### config.mk
export PLATFORM = sky130hd
export DESIGN_NAME = afecr_config_regs
export DESIGN_NICKNAME = d
export VERILOG_FILES = /design/src/design/afecr_pkg.sv /design/src/design/afecr_config_regs.sv
export SDC_FILE = /design/constraint.sdc
export NUM_CORES = 1
export LEC_CHECK = 0
export BUFFER_PORTS_ARGS = -buffer_cell sky130_fd_sc_hd__clkbuf_2
export CAP_MARGIN = 20
export CORE_AREA = 2 2 82 84
export DETAILED_ROUTE_END_ITERATION = 6
export DIE_AREA = 0 0 84 86
export REMOVE_ABC_BUFFERS = 1
export SYNTH_ARGS = -nofsm -noshare
export SYNTH_HDL_FRONTEND = slang
export SYNTH_SLANG_ARGS = --single-unit
### constraint.sdc
create_clock -name core_clk -period 4.4 [get_ports core_clk]
set_clock_uncertainty 0.1 [all_clocks]
set_input_delay 0.88 -clock core_clk [delete_from_list [all_inputs] [get_ports core_clk]]
set_output_delay 0.88 -clock core_clk [all_outputs]
set_load 0.01 [all_outputs]
### src/design/afecr_pkg.sv
// package: register map, field layout and reset values of the front-end configuration bank
package afecr_pkg;
  // register offsets (4-bit register address)
  localparam logic [3:0] OFS_BURNOUT = 4'h0;
  localparam logic [3:0] OFS_BIAS    = 4'h1;
  localparam logic [3:0] OFS_MONITOR = 4'h2;
  localparam logic [3:0] OFS_GAINRATE = 4'h3;
  localparam logic [3:0] LAST_REG    = 4'h3;

  // reset values of the writable fields
  localparam logic [1:0] RST_BURNOUT_SEL = 2'h0;
  localparam logic [1:0] RST_BIAS_EN     = 2'h0;
  localparam logic [2:0] RST_MON_SEL     = 3'h0;
  localparam logic [2:0] RST_GAIN        = 3'h0;
  localparam logic [3:0] RST_RATE        = 4'h0;

  // fixed read-only patterns
  localparam logic [5:0] BURNOUT_LOW_RO = 6'h01;
  localparam logic [5:0] BIAS_HIGH_RO   = 6'h00;
  localparam logic [3:0] MON_MID_RO     = 4'h0;

  // forced gain code (unity) during reference and temperature monitoring
  localparam logic [2:0] GAIN_UNITY = 3'h0;

  // serial command opcodes (upper nibble) and command encodings
  localparam logic [3:0] OPC_READ  = 4'h2;
  localparam logic [3:0] OPC_WRITE = 4'h4;
  localparam logic [7:0] CMD_NOP   = 8'hFF;

  typedef enum logic [1:0] {
    BURN_OFF,
    BURN_0U5,
    BURN_2U,
    BURN_10U
  } afecr_burn_t;

  typedef enum logic [2:0] {
    MON_NORMAL  = 3'h0,
    MON_OFFSET  = 3'h1,
    MON_REFGAIN = 3'h2,
    MON_TEMP    = 3'h3
  } afecr_mon_t;
endpackage : afecr_pkg

### src/design/afecr_config_regs.sv
// front-end configuration bank at addresses 0 to 3 with a serial-command byte port
`timescale 1ns/1ps
module afecr_config_regs (
  // clock and reset
  input  wire logic       core_clk,
  input  wire logic       resetn,
  // serial command byte stream (already deserialised, same clock)
  input  wire logic       cmdValid,
  input  wire logic [7:0] cmdByte,
  output logic            rspValid,
  output logic      [7:0] rspByte,
  // clock source status pin
  input  wire logic       extClockActive,
  // analog control outputs
  output logic      [1:0] burnoutCurrentSelect,
  output logic            biasNegative,
  output logic            biasPositive,
  output logic            monShortMid,
  output logic            monReference,
  output logic            monTemperature,
  output logic      [2:0] amplifierGain,
  output logic      [3:0] outputRateSelect
);

  // ==========================================================================
  // command sequencer
  typedef enum logic [1:0] {S_IDLE, S_COUNT, S_READ, S_WRITE} afecr_state_t;

  afecr_state_t state_r, state_nxt;
  logic [3:0]   addr_r, addr_nxt;
  logic [3:0]   left_r, left_nxt;
  logic         isWrite_r, isWrite_nxt;

  logic [1:0] burnSel_r;
  logic [1:0] biasEn_r;
  logic [2:0] monSel_r;
  logic [2:0] gain_r;
  logic [3:0] rate_r;
  logic [2:0] clkSync_r;
  logic       clkFlag_r;

  // addresses beyond the bank wrap back to the first register
  function automatic logic [3:0] nextAddr(input logic [3:0] a);
    nextAddr = (a >= afecr_pkg::LAST_REG) ? afecr_pkg::OFS_BURNOUT : 4'(a + 4'h1);
  endfunction : nextAddr

  wire logic opRead   = cmdValid && state_r == S_IDLE && cmdByte[7:4] == afecr_pkg::OPC_READ;
  wire logic opWrite  = cmdValid && state_r == S_IDLE && cmdByte[7:4] == afecr_pkg::OPC_WRITE;
  wire logic dataWr   = cmdValid && state_r == S_WRITE;
  wire logic dataRd   = cmdValid && state_r == S_READ;
  wire logic lastByte = left_r == 4'h0;

  always_comb begin
    state_nxt   = state_r;
    addr_nxt    = addr_r;
    left_nxt    = left_r;
    isWrite_nxt = isWrite_r;
    if (cmdValid) begin
      unique case (state_r)
        S_IDLE: begin
          if (opRead || opWrite) begin
            addr_nxt    = cmdByte[3:0];
            isWrite_nxt = opWrite;
            state_nxt   = S_COUNT;
          end
        end
        S_COUNT: begin
          left_nxt  = cmdByte[3:0];
          state_nxt = isWrite_r ? S_WRITE : S_READ;
        end
        // bytes sent during read-back are ignored, whatever they hold
        S_READ, S_WRITE: begin
          addr_nxt  = nextAddr(addr_r);
          left_nxt  = 4'(left_r - 4'h1);
          state_nxt = lastByte ? S_IDLE : state_r;
        end
      endcase
    end
  end

  // ==========================================================================
  // register read-back view
  wire logic [7:0] rdBurn = {burnSel_r, afecr_pkg::BURNOUT_LOW_RO};
  wire logic [7:0] rdBias = {afecr_pkg::BIAS_HIGH_RO, biasEn_r};
  wire logic [7:0] rdMon  = {clkFlag_r, afecr_pkg::MON_MID_RO, monSel_r};
  wire logic [7:0] rdSys  = {1'b0, gain_r, rate_r};

  // unimplemented addresses read as zero
  wire logic [7:0] rdMux =
      (addr_r == afecr_pkg::OFS_BURNOUT)  ? rdBurn :
      (addr_r == afecr_pkg::OFS_BIAS)     ? rdBias :
      (addr_r == afecr_pkg::OFS_MONITOR)  ? rdMon  :
      (addr_r == afecr_pkg::OFS_GAINRATE) ? rdSys  : 8'h00;

  // ==========================================================================
  // analog steering decode
  wire logic monActive = monSel_r != afecr_pkg::MON_NORMAL;
  wire logic forceUnity = monSel_r == afecr_pkg::MON_REFGAIN ||
                          monSel_r == afecr_pkg::MON_TEMP;
  wire logic [2:0] gainNxt = forceUnity ? afecr_pkg::GAIN_UNITY : gain_r;

  // ==========================================================================
  // state and registers
  always_ff @(posedge core_clk or negedge resetn) begin
    if (!resetn) begin
      state_r   <= S_IDLE;
      addr_r    <= 4'h0;
      left_r    <= 4'h0;
      isWrite_r <= 1'b0;
    end else begin
      state_r   <= state_nxt;
      addr_r    <= addr_nxt;
      left_r    <= left_nxt;
      isWrite_r <= isWrite_nxt;
    end
  end

  // only the writable fields are stored, so writes cannot change the read-only bits
  always_ff @(posedge core_clk or negedge resetn) begin
    if (!resetn) begin
      burnSel_r <= afecr_pkg::RST_BURNOUT_SEL;
      biasEn_r  <= afecr_pkg::RST_BIAS_EN;
      monSel_r  <= afecr_pkg::RST_MON_SEL;
      gain_r    <= afecr_pkg::RST_GAIN;
      rate_r    <= afecr_pkg::RST_RATE;
    end else if (dataWr) begin
      if (addr_r == afecr_pkg::OFS_BURNOUT)  burnSel_r <= cmdByte[7:6];
      if (addr_r == afecr_pkg::OFS_BIAS)     biasEn_r  <= cmdByte[1:0];
      if (addr_r == afecr_pkg::OFS_MONITOR)  monSel_r  <= cmdByte[2:0];
      if (addr_r == afecr_pkg::OFS_GAINRATE) begin
        gain_r <= cmdByte[6:4];
        rate_r <= cmdByte[3:0];
      end
    end
  end

  // clock-source pin is asynchronous: three stages, change taken when the last two agree
  always_ff @(posedge core_clk or negedge resetn) begin
    if (!resetn) begin
      clkSync_r <= 3'h0;
      clkFlag_r <= 1'b0;
    end else begin
      clkSync_r <= {clkSync_r[1:0], extClockActive};
      if (clkSync_r[2] == clkSync_r[1]) clkFlag_r <= clkSync_r[2];
    end
  end

  // outputs
  always_ff @(posedge core_clk or negedge resetn) begin
    if (!resetn) begin
      rspValid             <= 1'b0;
      rspByte              <= 8'h00;
      burnoutCurrentSelect <= afecr_pkg::RST_BURNOUT_SEL;
      biasNegative         <= 1'b0;
      biasPositive         <= 1'b0;
      monShortMid          <= 1'b0;
      monReference         <= 1'b0;
      monTemperature       <= 1'b0;
      amplifierGain        <= afecr_pkg::RST_GAIN;
      outputRateSelect     <= afecr_pkg::RST_RATE;
    end else begin
      rspValid             <= dataRd;
      rspByte              <= dataRd ? rdMux : 8'h00;
      burnoutCurrentSelect <= burnSel_r;
      biasNegative         <= biasEn_r[1] && !monActive;
      biasPositive         <= biasEn_r[0] && !monActive;
      monShortMid          <= monSel_r == afecr_pkg::MON_OFFSET;
      monReference         <= monSel_r == afecr_pkg::MON_REFGAIN;
      monTemperature       <= monSel_r == afecr_pkg::MON_TEMP;
      amplifierGain        <= gainNxt;
      outputRateSelect     <= rate_r;
    end
  end
endmodule : afecr_config_regs

==> results.toml, run 1 <==
[synthesis]
yosysUniqueCellTypes = 48
synth_compound_area_share_pct = 10.21
ys_async_sr_fraction_pct = 100.0
synthTopCellsByArea = "dfrtp_1 (60%), mux2_2 (7.7%), and2_1 (2.9%)"
synthFlopType = "dfrtp_1"
yosys_register_bits = 52
synthMuxAreaShare_pct = 8.200
synth-adder-area-share_pct = 3.326
syn_inst = 172
synth_edf_count = 0
syn_area_mm2 = 0.002182
synthMostInstantiatedCell = "dfrtp_1"
synth_top_family_by_area = "simple AND/OR/NAND/NOR gates"
synth-xor-area-share_pct = 0.4014
synth_warnings = 0
synthSimpleGateAreaFrac_pct = 15.08
synth_top_area_share_pct = 59.63
synth_top_area_cell = "dfrtp_1"
synth_common_cells = "dfrtp_1 (52), mux2_2 (15), and2_1 (10), nor2_1 (10), inv_1 (9)"
ys_seq_area_share_pct = 59.63
synth.avg_cell_area_um2 = 12.69

[power]
clockPowerShare_pct = 21.9
swShare_pct = 34.20
seqPwrFrac_pct = 48.2
netSwitchingPower_uw = 529.7
power_density_mw_per_mm2 = 609.2
leakage_uw = 0.001256
vdd_ir_drop_max_uv = 275.3
combPwrFrac_pct = 29.9
p_int_uw = 1019

[timing]
setup_viol = 0
holdWs_ns = 0.2535
rsz0062_at_grt = "false"
drv_slew = 0
worstMarginPinSlew_ns = 0.5965
timing.fmax_mhz = 508.3
post-route-period-util_pct = 44.71
hold_violations = 0
slew_headroom_pct = 60.23
layout_min_cycle_time_ns = 1.967
finalSetupTns_ns = 0

[clock_network]
cts_buffer_depth = 2
clkSinkCount = 52
ctsHoldBuffers = 0
cts_max_level = 2
clkTransAtPathRegs_ns = 0.09
cts_setup_buffers = 0
cts_resized = 0
cts-root-buf = "clkbuf_8"
clk-insertion-delay-late_ns = 0.30
cts_tree = "yes"
numCtsBuffers = 5

[die]
die_y_um = 86
ios = 35
start_util_pct = 34.76
rows = 29
core_mm2 = 0.006277
die_w_um = 84
die-area_mm2 = 0.007224

[setup_path]
cp-end-kind = "flip-flop"
crit_fanout = 13
critPathRequiredTime_ns = 4.49
rr_endpoint = "rspByte[6]$_DFF_PN0_"
worst_ep_arrival_time_ns = 2.06
worstSetupPathType = "input pin to flip-flop"
r2r-start = "addr_r[0]$_DFFE_PN0P_"
r2r_cells = 5
critical_path.startpoint_type = "input pin"
cp-endpoint = "rate_r[0]$_DFFE_PN0P_"
ff2ff_setup_slack_ns = 2.47
crit_start = "cmdValid"

[finish]
design_area_mm2 = 0.002542
fin_nets = 225
nFillCells = 583
drive_above_1_share_pct = 31.10
diodes = 0
syn_to_final_growth_pct = 16.51

[route]
drt_iter0_markers = 109
vias = 1439
wire_per_inst_um = 15.98
drc = 0
via_per_inst = 5.031
first_pass_iters = 4
ant_nets = 0
wl_mm = 4.570

[global_route]
grt_max_degree = 40
grt-ovfl-total = 0
grt_pass1_wl_mm = 7.638
grt_usage_pct = 13.59
first_global_vias = 1485
antenna_found_initial = 0

[place]
dp_hpwl_mm = 3.313
placement.cell_area_mm2 = 0.002421
io_buffers = 34
place_congestion = 0.7851

[worst_hold_path]
min_path_type = "flip-flop to flip-flop"

[run]
drv_cap = 0

[run_status]
status = "completed"
==> worst max-delay path, cell delays in order <==
cell and delay (ns):
clkbuf_2 0.22, and2_0 0.32, nand4_2 0.27, mux2_2 0.36
==> worst min-delay path by stage <==
stage / to / cells past startpoint / slack, ns / from
2_1_floorplan: clkSync_r[1]$_DFF_PN0_ / 0 / 0.23 / clkSync_r[0]$_DFF_PN0_
3_3_place_gp: clkSync_r[1]$_DFF_PN0_ / 0 / 0.24 / clkSync_r[0]$_DFF_PN0_
3_5_place_dp: clkSync_r[1]$_DFF_PN0_ / 0 / 0.25 / clkSync_r[0]$_DFF_PN0_
4_1_cts: clkSync_r[1]$_DFF_PN0_ / 0 / 0.26 / clkSync_r[0]$_DFF_PN0_
5_1_grt: clkSync_r[1]$_DFF_PN0_ / 0 / 0.26 / clkSync_r[0]$_DFF_PN0_
6_report: clkSync_r[1]$_DFF_PN0_ / 0 / 0.25 / clkSync_r[0]$_DFF_PN0_
==> cell usage in the layout, fill, tap and decap left out, types with 2 or more instances in the layout <==
cell type	instances
a21oi_1	6
a221o_1	2
a221oi_1	2
a31oi_1	2
a32oi_1	2
and2_1	10
and3b_1	2
clkbuf_2	34
clkbuf_8	6
dfrtp_1	52
ha_1	5
inv_1	9
mux2_2	15
nand2_1	3
nand2b_1	2
nand3_1	2
nand3b_1	2
nand4_1	3
nor2_1	10
nor2b_1	3
nor3_1	4
nor4_1	2
o211ai_1	2
o21ai_0	4
==> power groups by stage <==
stage / Combinational [uW] / Clock (uW) / Sequential (uW)
detailed placement: 465 / 0 / 757
CTS: 468 / 349 / 747
floorplan: 292 / 0 / 745
global placement: 456 / 0 / 752
finish: 463 / 340 / 746
global route: 517 / 368 / 769
==> metal layers <==
layer,global-route usage (%),routed length [um],vias to the layer above
met5,0,0,-
met4,4.399,35,0
met3,2.887,195,6
met2,22.47,2298,32
met1,17.98,2040,712
li1,-,-,689
==> kinds of logic after synthesis <==
group,Yosys count
muxes,16
buffers and inverters,15
adders and majority gates,6
DFF,52
xor gates and xnor gates,1
AOI/OAI and AO/OA,30
and+or+nand+nor,52
==> sequential cells by signal, indices dropped and copies added, names as in the netlist, 2 cells and up <==
register              count
burnSel_r                 2
addr_r                    4
monSel_r                  3
biasEn_r                  2
outputRateSelect          4
gain_r                    3
rate_r                    4
rspByte                   8
clkSync_r                 3
state_r                   2
burnoutCurrentSelect      2
left_r                    4
amplifierGain             3
==> through the flow <==
step	total power, uW	instances	worst slack, ns	util, %
6_report	1549	286	2.433	40.50
5_1_grt	1653	286	2.291	40.50
3_3_place_gp	1208	278	2.140	38.57
2_1_floorplan	1037	166	2.519	-
3_5_place_dp	1222	278	2.118	38.57
4_1_cts	1564	286	2.434	40.50
==> layout make-up <==
| class | instances | area (um^2) | area share (%) |
|---|---|---|---|
| repair buffers | 35 | 177.7 | 6.988 |
| well taps | 77 | 96.34 | 3.789 |
| multi-input cells | 105 | 812.0 | 31.94 |
| inverters | 9 | 33.78 | 1.329 |
| clock buffers | 6 | 82.58 | 3.248 |
| flip-flops and latches | 52 | 1301 | 51.18 |
| clock inverters | 2 | 38.79 | 1.526 |
(Power assumes the default switching activity.)
==> run 2, diff against run 1 <==
==> constraint.sdc (replaced) <==
create_clock -name core_clk -period 2 [get_ports core_clk]
set_clock_uncertainty 0.1 [all_clocks]
set_input_delay 0.4 -clock core_clk [delete_from_list [all_inputs] [get_ports core_clk]]
set_output_delay 0.4 -clock core_clk [all_outputs]
set_load 0.01 [all_outputs]
==> run 2 against run 1 <==
Compared with the run above:
- total power increased by 110%
- sequential share of layout area decreased by 0.30 points
- non-clock buffer count increased by 4
- global-route usage decreased by 0.50 points
- clock-buffer cell count decreased by 1
- utilization increased by 0.24 points
- wire length decreased by 3.6%
- critical path depth increased by 1
- clock power increased by 79%
- design area increased by 0.59%
==> results.toml, run 2 (same netlist as run 1, synthesis figures left out) <==
[timing]
drv_slew = 0
slew_headroom_pct = 62.73
post-route-period-util_pct = 90.13
hold_violations = 0
setup_viol = 0
holdWs_ns = 0.09507
rsz0062_at_grt = "false"
timing.fmax_mhz = 554.8
worstMarginPinSlew_ns = 0.5591
fin_ws_ns = 0.1974
finalSetupTns_ns = 0
layout_min_cycle_time_ns = 1.803

[setup_path]
crit_chain = "inv_1 -> ha_1 -> nor4b_1 -> and4b_1 -> and2_1"
critical_path.startpoint_type = "flip-flop"
r2r_cells = 5
slowest_stage = "dfrtp_1"
cp-end-kind = "flip-flop"
cp_num_buf_inv = 1
critPathRequiredTime_ns = 2.15
rr_endpoint = "rspByte[4]$_DFF_PN0_"
worstSetupPathType = "flip-flop to flip-flop"
ff2ff_setup_slack_ns = 0.20
r2r-start = "addr_r[0]$_DFFE_PN0P_"
critPathMaxStageDelay_ns = 0.43
cp_top_family = "simple AND/OR/NAND/NOR gates"
worst_ep_arrival_time_ns = 1.95
crit_fanout = 9

[worst_hold_path]
min_path_type = "input pin to flip-flop"
hold_end = "clkSync_r[0]$_DFF_PN0_"
min_path_cells = 1
min-delay-start = "extClockActive"

[run_status]
status = "completed"

[clock_network]
cts_buffer_depth = 2
cts_tree = "yes"
cts_max_level = 2
clkTransAtPathRegs_ns = 0.09
cts_resized = 0
numCtsBuffers = 5
cts-root-buf = "clkbuf_8"
clkSinkCount = 52
clk-insertion-delay-late_ns = 0.31

[die]
die_y_um = 86
core_mm2 = 0.006277
die-area_mm2 = 0.007224
start_util_pct = 34.76
die_w_um = 84
rows = 29
ios = 35

[power]
vdd_ir_drop_max_uv = 511.8
power_density_mw_per_mm2 = 1277
leakage_uw = 0.001267

[finish]
final_cells = 290
design_area_mm2 = 0.002557
drive_above_1_share_pct = 31.92
regMostFlops = "rspByte"
fin_nets = 229
diodes = 0
syn_to_final_growth_pct = 17.20
final_cell_mix = "dfrtp_1 (52), clkbuf_2 (34), mux2_2 (15)"
largest_register_ffs = 8
final_common_cell = "dfrtp_1"

[route]
vias = 1424
via_per_inst = 4.910
drt_iter0_markers = 107
first_pass_iters = 4
wire_per_inst_um = 15.19
ant_nets = 0
drc = 0
wl_mm = 4.404

[place]
placement.cell_area_mm2 = 0.002456
dp_cells = 281
place_congestion = 0.8276
io_buffers = 34
dp_hpwl_mm = 3.220
detailedPlace.worstSlack_ns = 0.1778

[run]
drv_cap = 0

[global_route]
antenna_found_initial = 0
first_global_vias = 1389
grt_pass1_wl_mm = 7.293
grt_usage_pct = 13.09
grt_max_degree = 33
grt-ovfl-total = 0
[run 2: cell types whose count changed in the layout (fill, tap and decap cells not counted), sizes merged]
cell and change:
inv +1, buf +3, dlygate4sd3 +1, clkinv +1, clkbuf -1, bufinv -1
[run 2: layer usage]
metal	up-vias	wire length (um)	part of all wire (%)	GRT usage (%)
li1	697	-	-	-
met2	27	1964	45	19.56
met5	-	0	0	0
met4	0	82	1.9	6.158
met3	7	173	3.9	3.080
met1	693	2182	50	18.06
[run 2: power breakdown]
group / internal [uW] / switching (uW)
clock: 251 / 356
sequential: 1360 / 235
combinational: 499 / 565
[run 2: timing repair]
item | CTS | global route
setup endpoints to repair | 0 | 0
hold buffers | 1 | 0
endpoints found under the hold margin | 20 | 0
setup buffers | 0 | 0
[run 2: worst max path at each step]
stage | start | to | slack, ns | depth (start not counted)
2_1_floorplan | state_r[1]$_DFFE_PN0P_ | rspByte[1]$_DFF_PN0_ | 0.40 | 3
3_3_place_gp | cmdValid | rate_r[0]$_DFFE_PN0P_ | 0.17 | 4
3_5_place_dp | cmdValid | gain_r[2]$_DFFE_PN0P_ | 0.18 | 4
4_1_cts | addr_r[0]$_DFFE_PN0P_ | rspByte[5]$_DFF_PN0_ | 0.24 | 5
5_1_grt | addr_r[0]$_DFFE_PN0P_ | rspByte[5]$_DFF_PN0_ | 0.07 | 5
6_report | addr_r[0]$_DFFE_PN0P_ | rspByte[4]$_DFF_PN0_ | 0.20 | 5
[run 2: through the flow]
step | total power, uW | utilization [%]
global route | 3507 | 40.74
finish | 3266 | 40.74
global placement | 2680 | 39.13
detailed placement | 2690 | 39.13
floorplan | 2282 | -
CTS | 3300 | 40.74
[run 2: layout make-up]
| type | instances | area (um^2) |
|---|---|---|
| Timing Repair Buffer | 39 | 222.7 |
| Inverter | 9 | 33.78 |
| Clock buffer | 5 | 68.82 |
| Tap cell | 77 | 96.34 |
| Fill cell | 615 | 3720 |
| Clock inverter | 3 | 22.52 |
| Multi-Input combinational cell | 105 | 812.0 |
| Sequential cell | 52 | 1301 |
==> run 3, diff against run 2 <==
--- a/config.mk
+++ b/config.mk
@@ -8,6 +8,7 @@
 export BUFFER_PORTS_ARGS = -buffer_cell sky130_fd_sc_hd__clkbuf_2
 export CAP_MARGIN = 20
 export CORE_AREA = 2 2 82 84
+export CTS_BUF_LIST = sky130_fd_sc_hd__clkbuf_4
 export DETAILED_ROUTE_END_ITERATION = 6
 export DIE_AREA = 0 0 84 86
 export REMOVE_ABC_BUFFERS = 1
==> run 3 against run 2 <==
Compared with the run above:
- highest routed layer unchanged
- sequential cell count is the same
- utilization fell by 0.34 points
- clock power down 20%
==> results.toml, run 3 (same netlist as run 1, synthesis figures left out) <==
[worst_hold_path]
min_path_type = "input pin to flip-flop"

[timing]
slew_headroom_pct = 62.79
hold_violations = 0
post-route-period-util_pct = 88.93
rsz0062_at_grt = "false"
layout_min_cycle_time_ns = 1.779
setup_viol = 0
drv_slew = 0
worstMarginPinSlew_ns = 0.5581
finalSetupTns_ns = 0
fin_ws_ns = 0.2213
timing.fmax_mhz = 562.2

[die]
die-area_mm2 = 0.007224
ios = 35
rows = 29
core_mm2 = 0.006277
start_util_pct = 34.76
die_w_um = 84
die_y_um = 86

[finish]
largest_register_ffs = 8
design_area_mm2 = 0.002536
nFillCells = 624
drive_above_1_share_pct = 31.78
final_cell_mix = "dfrtp_1 (52), clkbuf_2 (34), mux2_2 (15)"
final_common_cell = "dfrtp_1"
multi_input_area_um2 = 812.0
fin_nets = 230
diodes = 0
regMostFlops = "rspByte"
syn_to_final_growth_pct = 16.23
ff_latch_area_mm2 = 0.001301

[global_route]
grt_usage_pct = 13.07
grt.busiest_layer = "met2"
antenna_found_initial = 0
first_global_vias = 1383
grt-ovfl-total = 0
use_met1_pct = 18.00
grt.met2_usage_pct = 19.56
grt_max_degree = 33
use_met3_pct = 4.235
grt_pass1_wl_mm = 7.300

[clock_network]
ctsHoldBuffers = 1
cts_max_level = 2
cts_resized = 0
clkTransAtPathRegs_ns = 0.15
cts_buffer_depth = 2
cts_tree = "yes"
cts-root-buf = "clkbuf_4"
clkSinkCount = 52
numCtsBuffers = 5
clk-insertion-delay-late_ns = 0.39
cts_setup_buffers = 0

[setup_path]
crit_fanout = 9
cp_top_family = "simple AND/OR/NAND/NOR gates"
crit_chain = "inv_1 -> ha_1 -> nor4b_1 -> and4b_1 -> and2_1"
cp_num_buf_inv = 1
worstSetupPathType = "flip-flop to flip-flop"
critical_path.startpoint_type = "flip-flop"
critPathMaxStageDelay_ns = 0.45
slowest_stage = "dfrtp_1"
worst_ep_arrival_time_ns = 2.01
critPathRequiredTime_ns = 2.23
cp-end-kind = "flip-flop"

[power]
leakage_uw = 0.001258
power_density_mw_per_mm2 = 1240
vdd_ir_drop_max_uv = 533.0

[place]
placement.cell_area_mm2 = 0.002456
detailedPlace.worstSlack_ns = 0.1778
place_congestion = 0.8276
io_buffers = 34
dp_hpwl_mm = 3.220

[route]
drc = 0
first_pass_iters = 4
via_per_inst = 4.918
drt_iter0_markers = 90
wire_per_inst_um = 15.16
wl_mm = 4.412
ant_nets = 0
vias = 1431

[run]
drv_cap = 0

[run_status]
status = "completed"
-- run 3: cell count changes in the layout (fill, tap and decap cells not counted), sizes merged --
| cell | delta |
|---|---|
| dlygate4sd3 | +1 |
-- run 3: worst paths after layout --
| kind | end | cells past startpoint | slack [ns] | start |
|---|---|---|---|---|
| setup / recovery | rspByte[5]$_DFF_PN0_ | 5 | 0.22 | addr_r[0]$_DFFE_PN0P_ |
| hold / removal | isWrite_r$_DFFE_PN0P_ | 2 | 0.11 | cmdByte[5] |
| setup reg to reg | rspByte[5]$_DFF_PN0_ | 5 | 0.22 | addr_r[0]$_DFFE_PN0P_ |
| hold reg to reg | clkSync_r[1]$_DFF_PN0_ | 0 | 0.27 | clkSync_r[0]$_DFF_PN0_ |
| max in group asynchronous | addr_r[2]$_DFFE_PN0P_ | 3 | 0.82 | resetn |
| min in group asynchronous | biasEn_r[1]$_DFFE_PN0P_ | 2 | 0.40 | resetn |
-- run 3: area by class of cell --
type | count | area share [%]
Tap cell | 77 | 3.799
Inverter | 9 | 1.332
Timing Repair Buffer | 40 | 9.176
Clock inverter | 3 | 0.8880
Multi-Input combinational cell | 105 | 32.02
Sequential cell | 52 | 51.31
Clock buffer | 5 | 1.480
-- run 3: report_power, final --
part / switching [uW] / leakage (uW) / internal (uW)
logic: 566 / 0.000538 / 500
registers: 233 / 0.000684 / 1360
clock network: 345 / 0.0000356 / 142
total: 1140 / 0.00126 / 2000
-- run 3: per-layer routing --
metal | share of wire (%) | vias up
met2 | 45 | 25
li1 | - | 702
met3 | 4.3 | 6
met5 | 0 | -
met4 | 1.3 | 0
met1 | 50 | 698
-- run 3: through the flow --
stage	hold slack, ns	instances	utilization, %	power (uW)
5_1_grt	0.08667	291	40.40	3388
2_1_floorplan	0.004409	166	-	2282
6_report	0.1131	291	40.40	3146
3_5_place_dp	0.2370	281	39.13	2690
4_1_cts	0.002177	290	40.24	3181
3_3_place_gp	0.2330	281	39.13	2680
